## src/pcg_pkg.sv

```systemverilog
// Purpose: constants and types shared by the peripheral clock gating block
// Assumes: APB register bus with 32-bit data, 12-bit byte address
// Notes: unit index 0..4 are ports A..E, 5 timer 0, 6 sync serial 0,
//        7 serial port 0, 8 serial port 1
//
// Overview of operation
// (RULE_01) A unit whose gating bit is one gets its clock enable, a zero stops and disables it.
// (RULE_02) Any access aimed at a unit whose clock is off is answered with a fault, not a completion.
// (RULE_03) Every gating bit is zero after reset, so all units start unclocked.
// (RULE_04) Software sets the gating bits of the ports it needs before it uses them.
// (RULE_05) Run registers apply while running, sleep registers in sleep, deep-sleep registers in deep sleep.
// (RULE_06) Sleep and deep-sleep registers apply only while the auto clock gating bit is set.
// (RULE_07) Bits 0 to 4 of the run and sleep port registers gate ports A to E, read/write.
// (RULE_08) Bit 16 of the deep-sleep peripheral register gates timer 0 in deep sleep.
// (RULE_09) Bit 4 of the deep-sleep peripheral register gates sync serial 0 in deep sleep.
// (RULE_10) Bits 1 and 0 of the deep-sleep peripheral register gate serial ports 1 and 0.
// (RULE_11) Reserved bits are read-only, read zero, and software keeps them on updates.
// (RULE_12) Bit positions with no unit behind them behave as reserved.
// (RULE_13) The run port register resets to all zeros as a whole and is read/write.
// (RULE_14) The deep-sleep port register holds ports A to E at bits 0 to 4.
// (RULE_15) Without auto clock gating the run registers stay in force in sleep and deep sleep.

package pcg_pkg;

    localparam int PCG_AW = 12;
    localparam int PCG_DW = 32;
    localparam int PCG_NUNITS = 9;

    typedef logic [PCG_NUNITS-1:0] pcg_units_t;
    typedef logic [PCG_DW-1:0] pcg_word_t;
    typedef logic [PCG_AW-1:0] pcg_addr_t;

    typedef enum logic [1:0] {
        PCG_RUN,
        PCG_SLEEP,
        PCG_DEEP
    } pcg_power_e;

    // register byte offsets
    localparam pcg_addr_t PCG_OFF_RUN_PORT = 12'h108;
    localparam pcg_addr_t PCG_OFF_SLEEP_PORT = 12'h118;
    localparam pcg_addr_t PCG_OFF_DEEP_PERIPH = 12'h124;
    localparam pcg_addr_t PCG_OFF_DEEP_PORT = 12'h128;
    localparam pcg_addr_t PCG_OFF_RUN_PERIPH = 12'h1E0;
    localparam pcg_addr_t PCG_OFF_SLEEP_PERIPH = 12'h1E4;
    localparam pcg_addr_t PCG_OFF_RUN_CLOCK_CONFIG = 12'h1E8;
    localparam pcg_addr_t PCG_OFF_STATUS = 12'h1EC;
    localparam pcg_addr_t PCG_OFF_FAULT_COUNT = 12'h1F0;

    // writable bit masks, everything else reads zero
    localparam pcg_word_t PCG_PORT_MASK = 32'h0000001F;
    localparam pcg_word_t PCG_PERIPH_MASK = 32'h00010013;
    localparam pcg_word_t PCG_CLOCK_CONFIG_MASK = 32'h00000001;
    localparam pcg_word_t PCG_RESET_VALUE = 32'h00000000;

    // field positions
    localparam int PCG_PORT_LSB = 0;
    localparam int PCG_BIT_SERIAL0 = 0;
    localparam int PCG_BIT_SERIAL1 = 1;
    localparam int PCG_BIT_SYNC0 = 4;
    localparam int PCG_BIT_GP_TIMER_ZERO_CLOCK_EN = 16;
    localparam int PCG_BIT_AUTO_GATE = 0;
    localparam int PCG_STAT_MODE_LSB = 16;
    localparam int PCG_STAT_AUTO_BIT = 20;

    // unit indices on the access side
    localparam logic [3:0] PCG_UNIT_GP_TIMER_ZERO_CLOCK_EN = 4'h5;
    localparam logic [3:0] PCG_UNIT_LAST = 4'h8;

endpackage

```

## src/pcg_gate_if.sv

```systemverilog
// Purpose: carrier between the gating control and the gate bank
// Assumes: one clock domain
// Notes: ctrl side selects enables and forwards unit accesses
`timescale 1ns/1ps
`default_nettype none

interface pcg_gate_if;
    import pcg_pkg::*;

    pcg_units_t want_en;
    logic access;
    logic [3:0] index;
    pcg_units_t clk_en;
    logic fault;
    logic grant;

    modport ctrl (
        output want_en,
        output access,
        output index,
        input clk_en,
        input fault,
        input grant
    );

    modport bank (
        input want_en,
        input access,
        input index,
        output clk_en,
        output fault,
        output grant
    );
endinterface

`default_nettype wire

```

## src/pcg_gate_bank.sv

```systemverilog
// Purpose: registered clock enables and access checking for all units
// Assumes: accesses are single-cycle pulses with a unit index
// Notes: the check uses the enable the unit actually has this cycle
`timescale 1ns/1ps
`default_nettype none

module pcg_gate_bank (
    // clock and reset
    input wire logic pclk,
    input wire logic presetn,
    // control side
    pcg_gate_if.bank gate
);
    import pcg_pkg::*;

    pcg_units_t clk_en_r;
    logic fault_r;
    logic grant_r;
    logic idx_ok;
    logic unit_on;

    assign idx_ok = (gate.index <= PCG_UNIT_LAST);
    assign unit_on = idx_ok && clk_en_r[gate.index];

    always_ff @(posedge pclk or negedge presetn) begin
        if (!presetn) begin
            clk_en_r <= '0; // RULE_03
        end else begin
            clk_en_r <= gate.want_en; // RULE_01
        end
    end

    always_ff @(posedge pclk or negedge presetn) begin
        if (!presetn) begin
            fault_r <= 1'b0;
            grant_r <= 1'b0;
        end else begin
            fault_r <= gate.access && !unit_on; // RULE_02
            grant_r <= gate.access && unit_on;
        end
    end

    assign gate.clk_en = clk_en_r;
    assign gate.fault = fault_r;
    assign gate.grant = grant_r;

endmodule

`default_nettype wire

```

## src/pcg_top.sv

```systemverilog
// Purpose: peripheral clock gating control with APB register access
// Assumes: power mode requests are synchronous levels from the core
// Notes: outputs are clock enables; the cell that gates each clock
//        sits next to the unit it feeds
`timescale 1ns/1ps
`default_nettype none

module pcg_top (
    // clock and reset
    input wire logic pclk,
    input wire logic presetn,
    // apb slave
    input wire pcg_pkg::pcg_addr_t paddr,
    input wire logic psel,
    input wire logic penable,
    input wire logic pwrite,
    input wire pcg_pkg::pcg_word_t pwdata,
    input wire logic [3:0] pstrb,
    output logic [31:0] prdata,
    output logic pready,
    output logic pslverr,
    // power mode requests
    input wire logic sleep_req,
    input wire logic deep_sleep_req,
    output logic [1:0] power_state,
    // unit access check
    input wire logic unit_access,
    input wire logic [3:0] unit_index,
    output logic unit_grant,
    output logic unit_fault,
    // unit clock enables
    output pcg_pkg::pcg_units_t unit_clk_en
);
    import pcg_pkg::*;

    pcg_gate_if gate ();

    // register state
    pcg_word_t run_port_clock_gate_r;
    pcg_word_t sleep_port_clock_gate_r;
    pcg_word_t deep_sleep_port_clock_gate_r;
    pcg_word_t deep_sleep_periph_clock_gate_r;
    pcg_word_t run_periph_clock_gate_r;
    pcg_word_t sleep_periph_clock_gate_r;
    pcg_word_t run_clock_config_r;
    pcg_word_t fault_count_r;
    pcg_power_e power_r;
    pcg_power_e power_nxt;

    // apb answer state
    logic pready_r;
    logic pslverr_r;
    pcg_word_t prdata_r;

    // apb phase decode
    logic setup_ph;
    logic done_ph;
    logic wr_done;

    assign setup_ph = psel && !penable;
    assign done_ph = psel && penable && pready_r;
    assign wr_done = done_ph && pwrite;

    // address decode
    logic hit_run_port;
    logic hit_sleep_port;
    logic hit_deep_port;
    logic hit_deep_periph;
    logic hit_run_periph;
    logic hit_sleep_periph;
    logic hit_clock_config;
    logic hit_status;
    logic hit_fault_count;
    logic hit_any;

    assign hit_run_port = (paddr == PCG_OFF_RUN_PORT);
    assign hit_sleep_port = (paddr == PCG_OFF_SLEEP_PORT);
    assign hit_deep_port = (paddr == PCG_OFF_DEEP_PORT);
    assign hit_deep_periph = (paddr == PCG_OFF_DEEP_PERIPH);
    assign hit_run_periph = (paddr == PCG_OFF_RUN_PERIPH);
    assign hit_sleep_periph = (paddr == PCG_OFF_SLEEP_PERIPH);
    assign hit_clock_config = (paddr == PCG_OFF_RUN_CLOCK_CONFIG);
    assign hit_status = (paddr == PCG_OFF_STATUS);
    assign hit_fault_count = (paddr == PCG_OFF_FAULT_COUNT);
    assign hit_any = hit_run_port || hit_sleep_port || hit_deep_port ||
        hit_deep_periph || hit_run_periph || hit_sleep_periph ||
        hit_clock_config || hit_status || hit_fault_count;

    // byte strobe merge, only writable bits may change
    function automatic pcg_word_t merge_wr(
        input pcg_word_t old,
        input pcg_word_t wdata,
        input logic [3:0] strb,
        input pcg_word_t mask
    );
        pcg_word_t lanes;
        lanes = {{8{strb[3]}}, {8{strb[2]}}, {8{strb[1]}}, {8{strb[0]}}};
        merge_wr = ((old & ~lanes) | (wdata & lanes)) & mask;
    endfunction

    // next values of the gating registers
    pcg_word_t run_port_nxt;
    pcg_word_t sleep_port_nxt;
    pcg_word_t deep_port_nxt;
    pcg_word_t deep_periph_nxt;
    pcg_word_t run_periph_nxt;
    pcg_word_t sleep_periph_nxt;
    pcg_word_t clock_config_nxt;

    assign run_port_nxt = merge_wr(run_port_clock_gate_r, pwdata, pstrb,
        PCG_PORT_MASK); // RULE_07
    assign sleep_port_nxt = merge_wr(sleep_port_clock_gate_r, pwdata, pstrb,
        PCG_PORT_MASK); // RULE_07
    assign deep_port_nxt = merge_wr(deep_sleep_port_clock_gate_r, pwdata,
        pstrb, PCG_PORT_MASK); // RULE_14
    assign deep_periph_nxt = merge_wr(deep_sleep_periph_clock_gate_r, pwdata,
        pstrb, PCG_PERIPH_MASK); // RULE_12
    assign run_periph_nxt = merge_wr(run_periph_clock_gate_r, pwdata, pstrb,
        PCG_PERIPH_MASK);
    assign sleep_periph_nxt = merge_wr(sleep_periph_clock_gate_r, pwdata,
        pstrb, PCG_PERIPH_MASK);
    assign clock_config_nxt = merge_wr(run_clock_config_r, pwdata, pstrb,
        PCG_CLOCK_CONFIG_MASK);

    // run port gating
    always_ff @(posedge pclk or negedge presetn) begin
        if (!presetn) begin
            run_port_clock_gate_r <= PCG_RESET_VALUE; // RULE_13
        end else if (wr_done && hit_run_port) begin
            run_port_clock_gate_r <= run_port_nxt; // RULE_13
        end
    end

    // sleep port gating
    always_ff @(posedge pclk or negedge presetn) begin
        if (!presetn) begin
            sleep_port_clock_gate_r <= PCG_RESET_VALUE; // RULE_03
        end else if (wr_done && hit_sleep_port) begin
            sleep_port_clock_gate_r <= sleep_port_nxt;
        end
    end

    // deep-sleep port gating
    always_ff @(posedge pclk or negedge presetn) begin
        if (!presetn) begin
            deep_sleep_port_clock_gate_r <= PCG_RESET_VALUE; // RULE_03
        end else if (wr_done && hit_deep_port) begin
            deep_sleep_port_clock_gate_r <= deep_port_nxt;
        end
    end

    // deep-sleep peripheral gating
    always_ff @(posedge pclk or negedge presetn) begin
        if (!presetn) begin
            deep_sleep_periph_clock_gate_r <= PCG_RESET_VALUE; // RULE_03
        end else if (wr_done && hit_deep_periph) begin
            deep_sleep_periph_clock_gate_r <= deep_periph_nxt;
        end
    end

    // run peripheral gating
    always_ff @(posedge pclk or negedge presetn) begin
        if (!presetn) begin
            run_periph_clock_gate_r <= PCG_RESET_VALUE; // RULE_03
        end else if (wr_done && hit_run_periph) begin
            run_periph_clock_gate_r <= run_periph_nxt;
        end
    end

    // sleep peripheral gating
    always_ff @(posedge pclk or negedge presetn) begin
        if (!presetn) begin
            sleep_periph_clock_gate_r <= PCG_RESET_VALUE; // RULE_03
        end else if (wr_done && hit_sleep_periph) begin
            sleep_periph_clock_gate_r <= sleep_periph_nxt;
        end
    end

    // run clock configuration
    always_ff @(posedge pclk or negedge presetn) begin
        if (!presetn) begin
            run_clock_config_r <= PCG_RESET_VALUE;
        end else if (wr_done && hit_clock_config) begin
            run_clock_config_r <= clock_config_nxt;
        end
    end

    // power state follows the core's requests, deep sleep first
    always_comb begin
        if (deep_sleep_req) begin
            power_nxt = PCG_DEEP;
        end else if (sleep_req) begin
            power_nxt = PCG_SLEEP;
        end else begin
            power_nxt = PCG_RUN;
        end
    end

    always_ff @(posedge pclk or negedge presetn) begin
        if (!presetn) begin
            power_r <= PCG_RUN;
        end else begin
            power_r <= power_nxt;
        end
    end

    // unit vectors built from port and peripheral registers
    logic auto_clock_gating;
    pcg_units_t run_units;
    pcg_units_t sleep_units;
    pcg_units_t deep_units;
    pcg_units_t sel_units;

    assign auto_clock_gating = run_clock_config_r[PCG_BIT_AUTO_GATE];

    assign run_units = {
        run_periph_clock_gate_r[PCG_BIT_SERIAL1],
        run_periph_clock_gate_r[PCG_BIT_SERIAL0],
        run_periph_clock_gate_r[PCG_BIT_SYNC0],
        run_periph_clock_gate_r[PCG_BIT_GP_TIMER_ZERO_CLOCK_EN],
        run_port_clock_gate_r[PCG_PORT_LSB +: 5]
    }; // RULE_07
    assign sleep_units = {
        sleep_periph_clock_gate_r[PCG_BIT_SERIAL1],
        sleep_periph_clock_gate_r[PCG_BIT_SERIAL0],
        sleep_periph_clock_gate_r[PCG_BIT_SYNC0],
        sleep_periph_clock_gate_r[PCG_BIT_GP_TIMER_ZERO_CLOCK_EN],
        sleep_port_clock_gate_r[PCG_PORT_LSB +: 5]
    }; // RULE_07
    assign deep_units = {
        deep_sleep_periph_clock_gate_r[PCG_BIT_SERIAL1], // RULE_10
        deep_sleep_periph_clock_gate_r[PCG_BIT_SERIAL0], // RULE_10
        deep_sleep_periph_clock_gate_r[PCG_BIT_SYNC0], // RULE_09
        deep_sleep_periph_clock_gate_r[PCG_BIT_GP_TIMER_ZERO_CLOCK_EN], // RULE_08
        deep_sleep_port_clock_gate_r[PCG_PORT_LSB +: 5] // RULE_14
    };

    // register set in force for the current power state
    always_comb begin
        if (!auto_clock_gating) begin
            sel_units = run_units; // RULE_15
        end else begin
            case (power_r)
                PCG_RUN: begin
                    sel_units = run_units; // RULE_05
                end
                PCG_SLEEP: begin
                    sel_units = sleep_units; // RULE_06
                end
                PCG_DEEP: begin
                    sel_units = deep_units; // RULE_06
                end
                default: begin
                    sel_units = run_units;
                end
            endcase
        end
    end

    assign gate.want_en = sel_units; // RULE_05
    assign gate.access = unit_access;
    assign gate.index = unit_index;

    pcg_gate_bank u_bank (
        .pclk(pclk),
        .presetn(presetn),
        .gate(gate.bank)
    );

    // faults on gated units are counted; a count wins over a clear
    always_ff @(posedge pclk or negedge presetn) begin
        if (!presetn) begin
            fault_count_r <= PCG_RESET_VALUE;
        end else if (gate.fault) begin
            if (fault_count_r != 32'hFFFFFFFF) begin
                fault_count_r <= fault_count_r + 32'h00000001;
            end
        end else if (wr_done && hit_fault_count) begin
            fault_count_r <= PCG_RESET_VALUE;
        end
    end

    // status word: applied enables, power state, auto gating
    pcg_word_t status_word;

    always_comb begin
        status_word = PCG_RESET_VALUE;
        status_word[PCG_NUNITS-1:0] = gate.clk_en;
        status_word[PCG_STAT_MODE_LSB +: 2] = power_r;
        status_word[PCG_STAT_AUTO_BIT] = auto_clock_gating;
    end

    // read data select, reserved bits are already zero in storage
    pcg_word_t rd_word;

    always_comb begin
        rd_word = PCG_RESET_VALUE;
        if (hit_run_port) begin
            rd_word = run_port_clock_gate_r; // RULE_11
        end else if (hit_sleep_port) begin
            rd_word = sleep_port_clock_gate_r; // RULE_11
        end else if (hit_deep_port) begin
            rd_word = deep_sleep_port_clock_gate_r; // RULE_11
        end else if (hit_deep_periph) begin
            rd_word = deep_sleep_periph_clock_gate_r; // RULE_12
        end else if (hit_run_periph) begin
            rd_word = run_periph_clock_gate_r;
        end else if (hit_sleep_periph) begin
            rd_word = sleep_periph_clock_gate_r;
        end else if (hit_clock_config) begin
            rd_word = run_clock_config_r;
        end else if (hit_status) begin
            rd_word = status_word;
        end else if (hit_fault_count) begin
            rd_word = fault_count_r;
        end
    end

    // apb answer: ready in the first access cycle, no wait states
    always_ff @(posedge pclk or negedge presetn) begin
        if (!presetn) begin
            pready_r <= 1'b0;
            pslverr_r <= 1'b0;
            prdata_r <= PCG_RESET_VALUE;
        end else if (setup_ph) begin
            pready_r <= 1'b1;
            pslverr_r <= !hit_any;
            prdata_r <= pwrite ? PCG_RESET_VALUE : rd_word;
        end else if (done_ph) begin
            pready_r <= 1'b0;
            pslverr_r <= 1'b0;
            prdata_r <= PCG_RESET_VALUE;
        end
    end

    // output flops
    always_ff @(posedge pclk or negedge presetn) begin
        if (!presetn) begin
            power_state <= 2'h0;
        end else begin
            power_state <= power_nxt;
        end
    end

    assign prdata = prdata_r;
    assign pready = pready_r;
    assign pslverr = pslverr_r;
    assign unit_grant = gate.grant;
    assign unit_fault = gate.fault; // RULE_02
    assign unit_clk_en = gate.clk_en; // RULE_01

endmodule

`default_nettype wire

```

## config.mk

```make
export PLATFORM = sky130hd
export DESIGN_NAME = pcg_top
export DESIGN_NICKNAME = d
export VERILOG_FILES = /design/src/pcg_pkg.sv /design/src/pcg_gate_if.sv /design/src/pcg_gate_bank.sv /design/src/pcg_top.sv
export SDC_FILE = /design/constraint.sdc
export NUM_CORES = 1
export LEC_CHECK = 0
export BUFFER_PORTS_ARGS = -buffer_cell sky130_fd_sc_hd__buf_2
export CAP_MARGIN = 5
export CORE_MARGIN = 2
export CORE_UTILIZATION = 45
export CTS_CLUSTER_SIZE = 16
export DETAILED_ROUTE_END_ITERATION = 8
export PLACE_DENSITY = 0.72
export SYNTH_ARGS = -nofsm -noshare
export SYNTH_HDL_FRONTEND = slang
export SYNTH_SLANG_ARGS = --single-unit
```

## constraint.sdc

```tcl
create_clock -name pclk -period 2.3 [get_ports pclk]
set_input_delay 0.23 -clock pclk [delete_from_list [all_inputs] [get_ports pclk]]
set_output_delay 0.23 -clock pclk [all_outputs]
set_load 0.005 [all_outputs]
```

==> metrics.cfg, run 1 <==
[grt]
grt_max_degree=59
grt_antenna_before_repair=0
grt_pass1_wl_um=24500
grtUsageTotal_pct=23.8
overflow=0
grt_pass1_vias=4822

[pwr]
pwr-share-clk_pct=39.4
p_per_area_mw_per_mm2=645
p_leak_nw=2.93
power_switching_mw=1.14
combPwrFrac_pct=12.2
power_frac_seq_pct=48.4
internal-power_mw=3.12
irDropWorstVdd_mv=0.723
switching_share_pct=26.7

[floorplan]
dieArea_mm2=0.0132
rows=40
die_w_um=115
ios=107
core_area_mm2=0.0120
initial_core_util_pct=46.2
die_y_um=115

[drt]
vias_per_cell=6.21
finalWirelength_um=15200
routedWlPerCell_um=19.3
ant_nets=0
remaining_drc_errors=0
first_pass_iters=4
drt_iter0_drc=253
via_count=4908

[yosys]
synthMuxAreaShare_pct=6.80
ys_seq_elements=107
synth.distinct_cells=64
synthSimpleGateAreaFrac_pct=21.1
async_reset_ff_share_pct=100
synth_fp_nets=608
yosysTopAreaCellShare_pct=48.2
synthXorXnorAreaFrac_pct=0.315
syn-cell-area_mm2=0.00555
ys_warn_count=0
ys_seq_area_share_pct=48.2
synth_compound_area_share_pct=19.8
yosys.area.top_type=dfrtp_1
syn_inst=545
synth_edf_count=0
synth_top_family_by_area=simple AND/OR/NAND/NOR gates
synth_ff_type=dfrtp_1
netlist_top_cells_area=dfrtp_1 (48%), mux2_2 (5.3%), o21ai_0 (4.5%)
synth_adder_area_share_pct=0.676
syn_area_per_cell_um2=10.2

[finish]
final_util_pct=54.9
area_growth_pct=18.9
drive_gt1_share_pct=27.1
antennaDiodeCount=0
final_nets=701

[clock_tree]
clk_latency_ns=0.35
cts_tree=yes
numCtsBuffers=9
cts_root_buffer=clkbuf_16
clk_pin_slew_ns=0.07
ctsLongestPathBuffers=2
htreeDepth=3
numClockSinks=107

[outcome]
status=complete, no violations

[timing]
setup_viol=0
slew_headroom_pct=56.6
period_minus_slack_ns=2.12
final-max-slew-violation-count=0
rsz0062_at_grt=false
hold_violations=0
setup_tns_ns=0
worst_pin_slew_ns=0.651
skew_ns=0.00920
max_freq_mhz=472
min_period_over_period_pct=92.1

[placed_design]
gp_congestion=0.914
dp_hpwl_um=11200
numPortBuffers=78

[setup_path]
path_class=reg -> reg
critPathArrivalTime_ns=2.40
cp-start-kind=register
end_kind=register
cp.required_ns=2.58
critical_path.max_fanout=14

[job]
drv_cap=0

[worst_hold_path]
holdCritPathClass=in -> reg

==> power by group through the flow <==
stage	Clock, mW	Combinational (mW)	Sequential, mW
after detailed placement	0	0.490	2.09
after global placement	0	0.475	2.08
after CTS	1.71	0.493	2.05
after floorplan	0	0.284	2.07
after global routing	1.78	0.584	2.07
final	1.68	0.520	2.06
==> critical path, stage by stage (launching register included) <==
cell and delay (ns):
dfrtp_1 0.47, nand4_1 0.25, nor3_2 0.32, o2111ai_1 0.15, buf_4 0.23, or4_1 0.47
a21oi_1 0.15
==> Yosys cell counts (2+ instances only) <==
cell       instances
a21oi_1           32
a22o_1            20
a22oi_1           16
a31oi_1            2
a32oi_1            6
and2_1             5
and3_1             5
and4_1             3
buf_1              3
buf_2              4
buf_4              2
clkbuf_1          17
dfrtp_1          107
ha_1               3
inv_1             14
mux2_2            26
mux2i_1            4
mux4_2             2
nand2_1           48
nand2b_1          12
nand3_1           19
nand4_1           13
nand4_2            2
nand4b_1           3
nor2_1            20
nor2b_1            8
nor3_1            11
nor3_2             2
nor4_4             4
o2111ai_1          2
o211ai_1           2
o21ai_0           50
o22ai_1            4
o311ai_0           3
o31a_1             2
o31ai_1            9
o41ai_1            2
or2_2              4
or3_1             20
or4_1             10
==> per-layer routing <==
| metal | vias to the layer above | GRT usage (%) | wire length (µm) |
|---|---|---|---|
| met5 | - | 0 | 0 |
| met4 | 0 | 8.76 | 392 |
| met3 | 37 | 5.27 | 951 |
| met2 | 176 | 39.5 | 7560 |
| met1 | 2434 | 30.9 | 6310 |
| li1 | 2261 | - | - |
==> worst paths after layout <==
check | endpoint | start | depth (start not counted) | slack (ns)
hold / removal | power_state[1]$_DFF_PN0_ | deep_sleep_req | 1 | 0.05
hold reg to reg | prdata[8]$_DFFE_PN0P_ | prdata[8]$_DFFE_PN0P_ | 2 | 0.48
max in group asynchronous | asynchronous set/reset pin | presetn | 3 | 1.27
min in group asynchronous | fault_count_r[9]$_DFFE_PN0P_ | presetn | 2 | 0.37
setup reg to reg | fault_count_r[27]$_DFFE_PN0P_ | fault_count_r[4]$_DFFE_PN0P_ | 6 | 0.18
setup / recovery | fault_count_r[27]$_DFFE_PN0P_ | fault_count_r[4]$_DFFE_PN0P_ | 6 | 0.18
==> area by class of cell <==
| cell class | count | area (µm²) |
|---|---|---|
| Clock buffer | 9 | 225 |
| Clock inverter | 7 | 100 |
| Fill cell | 1065 | 5410 |
| Inverter | 14 | 52.6 |
| Multi-Input combinational cell | 397 | 2720 |
| Sequential cell | 107 | 2680 |
| Tap cell | 147 | 184 |
| Timing Repair Buffer | 109 | 644 |
==> cell usage in the layout (no fill, tap or decap), types with 12 or more instances in the layout <==
cell,synthesis,layout
a22o_1,20,20
mux2_2,26,26
or3_1,20,20
dfrtp_1,107,107
nor2_1,20,20
buf_2,4,77
nand4_1,13,13
buf_4,2,29
nand3_1,19,19
o21ai_0,50,50
nand2b_1,12,12
a22oi_1,16,16
a21oi_1,32,32
inv_1,14,14
nand2_1,48,47
==> cell families (layout without fill, tap and decap cells) <==
| kind of cell | count (synthesis) | after routing |
|---|---|---|
| multiplexers | 32 | 32 |
| AO/OA/AOI/OAI | 163 | 163 |
| buffers and inverters | 41 | 139 |
| XOR/XNOR | 2 | 2 |
| flip-flops | 107 | 107 |
| AND/OR/NAND/NOR | 197 | 197 |
| adder cells (fa/ha/maj) | 3 | 3 |
==> through the flow <==
stage | instances | instance area [µm²] | setup WS [ns] | hold slack (ns) | power [mW]
3_5_place_dp | 770 | 6230 | 0.0423 | 0.214 | 2.58
4_1_cts | 787 | 6570 | 0.0437 | 0.0414 | 4.26
3_3_place_gp | 770 | 6230 | 0.125 | 0.211 | 2.56
2_1_floorplan | 545 | 5550 | 0.278 | -0.0656 | 2.35
6_report | 790 | 6600 | 0.181 | 0.0513 | 4.26
5_1_grt | 790 | 6600 | 0.0185 | 0.0308 | 4.44
==> what timing repair did <==
| action | in CTS | in global routing |
|---|---|---|
| endpoints found under the hold margin | 34 | 0 |
| buffers inserted | 0 | 3 |
| hold buffers | 1 | 0 |
| endpoints found under the setup margin | 0 | 14 |
| resized for setup | 0 | 3 |
(Power assumes the default switching activity.)
==> run 2, diff against run 1 <==
--- a/config.mk
+++ b/config.mk
@@ -11,6 +11,7 @@
 export CORE_UTILIZATION = 45
 export CTS_CLUSTER_SIZE = 16
 export DETAILED_ROUTE_END_ITERATION = 8
+export HOLD_SLACK_MARGIN = 0.12
 export PLACE_DENSITY = 0.72
 export SYNTH_ARGS = -nofsm -noshare
 export SYNTH_HDL_FRONTEND = slang
==> run 2 against run 1 <==
  * Critical endpoint unchanged
  * Clock-buffer cell count did not move
  * Sequential share of layout area fell by 0.18 points
  * Die area did not move
  * Cell count rose by 0.38%
  * First-iteration DRC count rose by 15%
  * Sequential power barely moved
==> metrics.cfg, run 2 (synthesis gave the netlist of run 1 again) <==
[outcome]
status=complete, no violations

[floorplan]
initial_core_util_pct=46.2  ; unchanged
core_area_mm2=0.0120  ; unchanged
die_w_um=115  ; unchanged
rows=40  ; unchanged
dieArea_mm2=0.0132  ; unchanged
ios=107  ; unchanged
die_y_um=115  ; unchanged

[grt]
overflow=0  ; unchanged
grt_max_degree=59  ; unchanged
grt_pass1_vias=4837  ; +0.31%
grt_pass1_wl_um=24500  ; about the same
grtUsageTotal_pct=23.8  ; about the same
grt_antenna_before_repair=0  ; unchanged

[setup_path]
cp_cell_sequence=nand4_1 -> nor3_2 -> o2111ai_1 -> buf_4 -> or4_1 -> a21oi_1
end_kind=register
cp.required_ns=2.58  ; about the same
critical_path.max_fanout=14  ; unchanged
cp-start-kind=register
crit_path_max_incr_delay_ns=0.47  ; about the same
slowest_stage=or4_1
critPathArrivalTime_ns=2.38  ; -0.02 ns
path_class=reg -> reg

[timing]
hold_violations=0  ; unchanged
slew_headroom_pct=56.9  ; +0.37 points
setup_tns_ns=0  ; unchanged
setup_viol=0  ; unchanged
worst_pin_slew_ns=0.646  ; -0.00552 ns
min_period_over_period_pct=91.4  ; -0.74 points
skew_ns=0.00920  ; +0.00000342 ns
rsz0062_at_grt=false
worst_slack_ns=0.198  ; +0.0170 ns
final-max-slew-violation-count=0  ; unchanged
period_minus_slack_ns=2.10  ; -0.0170 ns
max_freq_mhz=476  ; +0.81%

[placed_design]
gp_congestion=0.914  ; unchanged
dp_hpwl_um=11200  ; unchanged
numPortBuffers=78  ; unchanged
pre_cts_ws_ns=0.0423  ; unchanged

[drt]
remaining_drc_errors=0  ; unchanged
ant_nets=0  ; unchanged
finalWirelength_um=15100  ; -0.50%
routedWlPerCell_um=19.1  ; -0.88%
first_pass_iters=4  ; unchanged
via_count=4934  ; +0.53%
drt_iter0_drc=291  ; +15%
vias_per_cell=6.22  ; +0.15%

[clock_tree]
clk_pin_slew_ns=0.08  ; about the same
clk_latency_ns=0.35  ; about the same
numClockSinks=107  ; unchanged
ctsLongestPathBuffers=2  ; unchanged
numCtsBuffers=9  ; unchanged
htreeDepth=3  ; unchanged
cts_tree=yes
cts_root_buffer=clkbuf_16

[finish]
final_common_cell=dfrtp_1
antennaDiodeCount=0  ; unchanged
final_nets=704  ; +0.43%
drive_gt1_share_pct=26.9  ; -0.13 points
layout_common_cells=dfrtp_1 (107), buf_2 (77), o21ai_0 (50)
area_growth_pct=19.4

[worst_hold_path]
holdCritPathClass=in -> reg

[pwr]
p_leak_nw=2.95  ; +0.43%
irDropWorstVdd_mv=0.723  ; about the same
p_per_area_mw_per_mm2=643  ; -0.32%

[job]
drv_cap=0  ; unchanged

==> run 2: power breakdown <==
| group | internal (mW) | leakage (nW) | switching (mW) | total, mW |
|---|---|---|---|---|
| Combinational | 0.205 | 1.46 | 0.319 | 0.523 |
| Clock | 0.960 | 0.148 | 0.722 | 1.68 |
| Sequential | 1.96 | 1.34 | 0.0976 | 2.06 |
| Total | 3.12 | 2.95 | 1.14 | 4.26 |
==> run 2: what timing repair did <==
action	4_1_cts	5_1_grt
buffers inserted	0	3
hold endpoints to repair	38	0
resized for setup	0	3
hold buffers	4	0
endpoints found under the setup margin	0	14
==> run 2: area by class of cell <==
type | count | area, µm²
clock buffers | 9 | 225
clock inverters | 7 | 100
fillers | 1062 | 5380
inverters | 14 | 52.6
multi-input cells | 397 | 2720
flip-flops and latches | 107 | 2680
well taps | 147 | 184
repair buffers | 112 | 674
==> run 2: worst paths after layout <==
kind	from	endpoint	slack, ns	cells past startpoint
setup / recovery	fault_count_r[4]$_DFFE_PN0P_	fault_count_r[27]$_DFFE_PN0P_	0.20	6
hold / removal	psel	pready$_DFFE_PN0P_	0.13	2
setup reg to reg	fault_count_r[4]$_DFFE_PN0P_	fault_count_r[27]$_DFFE_PN0P_	0.20	6
hold reg to reg	prdata[8]$_DFFE_PN0P_	prdata[8]$_DFFE_PN0P_	0.48	2
max in group asynchronous	presetn	asynchronous set/reset pin	1.27	3
min in group asynchronous	presetn	fault_count_r[9]$_DFFE_PN0P_	0.37	2
==> run 2: metrics by stage <==
| stage | utilization (%) | hold WS (ns) | power [mW] | area (µm²) | std cells |
|---|---|---|---|---|---|
| 3_3_place_gp | 51.9 | 0.211 | 2.56 | 6230 | 770 |
| 5_1_grt | 55.2 | 0.124 | 4.44 | 6630 | 793 |
| 4_1_cts | 54.9 | 0.126 | 4.26 | 6600 | 790 |
| 2_1_floorplan | - | -0.0656 | 2.35 | 5550 | 545 |
| 6_report | 55.2 | 0.131 | 4.26 | 6630 | 793 |
| 3_5_place_dp | 51.9 | 0.214 | 2.58 | 6230 | 770 |
==> run 2: worst max-delay path: cells and delay by family (launching register included) <==
family | cells | cell delay (ns)
buffers and inverters | 1 | 0.22
AO/OA/AOI/OAI | 2 | 0.30
AND/OR/NAND/NOR | 3 | 1.02
flip-flops | 1 | 0.46
==> run 2: per-layer routing <==
layer / global-route usage (%) / vias up / share of wire [%] / wire length (µm)
met1: 30.9 / 2430 / 42 / 6370
met5: 0 / - / 0 / 0
met2: 39.6 / 199 / 49 / 7450
met4: 8.67 / 0 / 2.7 / 412
met3: 5.17 / 40 / 6.0 / 904
li1: - / 2265 / - / -
==> run 3, diff against run 2 <==
--- a/config.mk
+++ b/config.mk
@@ -7,12 +7,14 @@
 export LEC_CHECK = 0
 export BUFFER_PORTS_ARGS = -buffer_cell sky130_fd_sc_hd__buf_2
 export CAP_MARGIN = 5
+export CORE_ASPECT_RATIO = 0.75
 export CORE_MARGIN = 2
 export CORE_UTILIZATION = 45
 export CTS_CLUSTER_SIZE = 16
 export DETAILED_ROUTE_END_ITERATION = 8
 export HOLD_SLACK_MARGIN = 0.12
 export PLACE_DENSITY = 0.72
+export SLEW_MARGIN = 30
 export SYNTH_ARGS = -nofsm -noshare
 export SYNTH_HDL_FRONTEND = slang
 export SYNTH_SLANG_ARGS = --single-unit
==> run 3 against run 2 <==
  * Largest power group unchanged
  * Clock-buffer cell count increased by 1
  * Clock skew about the same
  * Setup slack got worse by 0.046 ns
  * Die area about the same
  * Via count increased by 0.28%
  * Worst hold slack improved by 0.010 ns
  * Largest cell class unchanged
  * Power decreased by 3.8%
  * Sequential power about the same
  * First-iteration DRC count increased by 76%
  * Critical path type unchanged
==> metrics.cfg, run 3 (synthesis gave the netlist of run 1 again) <==
[job]
drv_cap=0  ; unchanged

[grt]
grt_pass1_vias=4781  ; -1.2%
grt_max_degree=47  ; -20%
grt_pass1_wl_um=25600  ; +4.2%
grt_antenna_before_repair=0  ; unchanged
grtUsageTotal_pct=24.6  ; +0.80 points
overflow=0  ; unchanged

[timing]
setup_tns_ns=0  ; unchanged
rsz0062_at_grt=false
final-max-slew-violation-count=0  ; unchanged
min_period_over_period_pct=93.4  ; +2.0 points
skew_ns=0.00905  ; -0.000151 ns
setup_viol=0  ; unchanged
period_minus_slack_ns=2.15  ; +0.0460 ns
worst_slack_ns=0.152  ; -0.0460 ns
hold_violations=0  ; unchanged
max_freq_mhz=466  ; -2.1%
slew_headroom_pct=54.6  ; -2.3 points
worst_pin_slew_ns=0.681  ; +0.0349 ns

[setup_path]
end_kind=register
crit_path_max_incr_delay_ns=0.47  ; about the same
r2r_start=fault_count_r[0]$_DFFE_PN0P_
reg2regPathDepth=7  ; +1
cp_cell_sequence=buf_4 -> nand3_1 -> nor2_1 -> o2111ai_2 -> buf_2 -> or4_1 -> a21oi_1
critical_path.max_fanout=7  ; -7
worst_r2r_endpoint=fault_count_r[27]$_DFFE_PN0P_
path_class=reg -> reg
ff2ff_setup_slack_ns=0.15  ; -0.05 ns
endpoint=fault_count_r[27]$_DFFE_PN0P_
critPathArrivalTime_ns=2.43  ; +0.05 ns
cp-start-kind=register
startpoint=fault_count_r[0]$_DFFE_PN0P_
slowest_stage=or4_1
cp.required_ns=2.58  ; about the same

[floorplan]
ios=107  ; unchanged
die_w_um=132  ; +15%
rows=35  ; -13%
die_y_um=100  ; -13%
core_area_mm2=0.0122  ; +1.4%
dieArea_mm2=0.0133  ; about the same
initial_core_util_pct=45.6  ; -0.62 points

[placed_design]
numPortBuffers=78  ; unchanged
dp_hpwl_um=11700  ; +4.4%
pre_cts_ws_ns=0.115  ; +0.0723 ns
gp_congestion=0.971  ; +6.3%
numPlacedInstances=795  ; +3.2%

[finish]
drive_gt1_share_pct=27.7  ; +0.78 points
area_growth_pct=20.4
layout_common_cells=dfrtp_1 (107), buf_2 (78), o21ai_0 (50)
final_common_cell=dfrtp_1
final_nets=711  ; +0.99%
layoutNonFillerInstCount=819  ; +3.3%
antennaDiodeCount=0  ; unchanged

[clock_tree]
numClockSinks=107  ; unchanged
cts_tree=yes
ctsLongestPathBuffers=2  ; unchanged
htreeDepth=3  ; unchanged
cts_root_buffer=clkbuf_16
clk_pin_slew_ns=0.07  ; about the same
numCtsBuffers=9  ; unchanged
clk_latency_ns=0.35  ; about the same

[drt]
vias_per_cell=6.04  ; -2.9%
remaining_drc_errors=0  ; unchanged
first_pass_iters=5  ; +1
ant_nets=0  ; unchanged
drt_iter0_drc=511  ; +76%
finalWirelength_um=16000  ; +5.5%
routedWlPerCell_um=19.5  ; +2.1%
via_count=4948  ; +0.28%

[outcome]
status=complete, no violations

[worst_hold_path]
holdCritPathClass=in -> reg

[pwr]
p_per_area_mw_per_mm2=613  ; -4.6%
totalPowerFinal_mw=4.10  ; -3.8%
irDropWorstVdd_mv=0.410  ; -43%
p_leak_nw=2.96  ; +0.58%

-- run 3: what timing repair did --
item,CTS,global route
hold endpoints to repair,48,0
setup buffers,0,3
resized for setup,0,7
endpoints found under the setup margin,0,13
hold buffers,4,0
-- run 3: how the worst min path moves through the flow --
stage / depth (start not counted) / from / end / slack [ns]
2_1_floorplan: 0 / presetn / asynchronous set/reset pin / -0.07
3_3_place_gp: 1 / presetn / prdata[12]$_DFFE_PN0P_ / 0.28
5_1_grt: 2 / pwdata[2] / register / 0.16
3_5_place_dp: 1 / presetn / prdata[12]$_DFFE_PN0P_ / 0.29
6_report: 2 / psel / pready$_DFFE_PN0P_ / 0.14
4_1_cts: 2 / psel / pready$_DFFE_PN0P_ / 0.14
-- run 3: cell type report --
type / count / area [µm²]
Timing Repair Buffer: 119 / 721
Tap cell: 166 / 208
Multi-Input combinational cell: 397 / 2740
Inverter: 14 / 52.6
Fill cell: 1141 / 5490
Sequential cell: 107 / 2680
Clock inverter: 6 / 60.1
Clock buffer: 10 / 229
-- run 3: power by group --
part | switching, mW | leakage (nW) | internal [mW]
clock | 0.756 | 0.134 | 0.759
sequential | 0.111 | 1.34 | 1.96
combinational | 0.325 | 1.49 | 0.193
total | 1.19 | 2.96 | 2.91
-- run 3: per-stage QoR --
step                util (%)  area, µm²  hold WS [ns]
CTS                     54.5       6630         0.135
finish                  54.9       6690         0.141
detailed placement      51.8       6300         0.285
global route            54.9       6690         0.162
floorplan                  -       5550       -0.0656
global placement        51.8       6300         0.276
-- run 3: per-layer routing --
| metal | global-route usage, % | wire (µm) |
|---|---|---|
| met3 | 4.29 | 1180 |
| met2 | 35.9 | 6960 |
| met5 | 0 | 0 |
| met4 | 6.95 | 212 |
| met1 | 37.8 | 7620 |
-- run 3: worst max-delay path, delay by kind of cell, from the launching register on --
kind                   cells  cell delay [ns]
and+or+nand+nor            3             0.96
DFF                        1             0.40
buffers and inverters      2             0.37
AOI/OAI and AO/OA          2             0.35
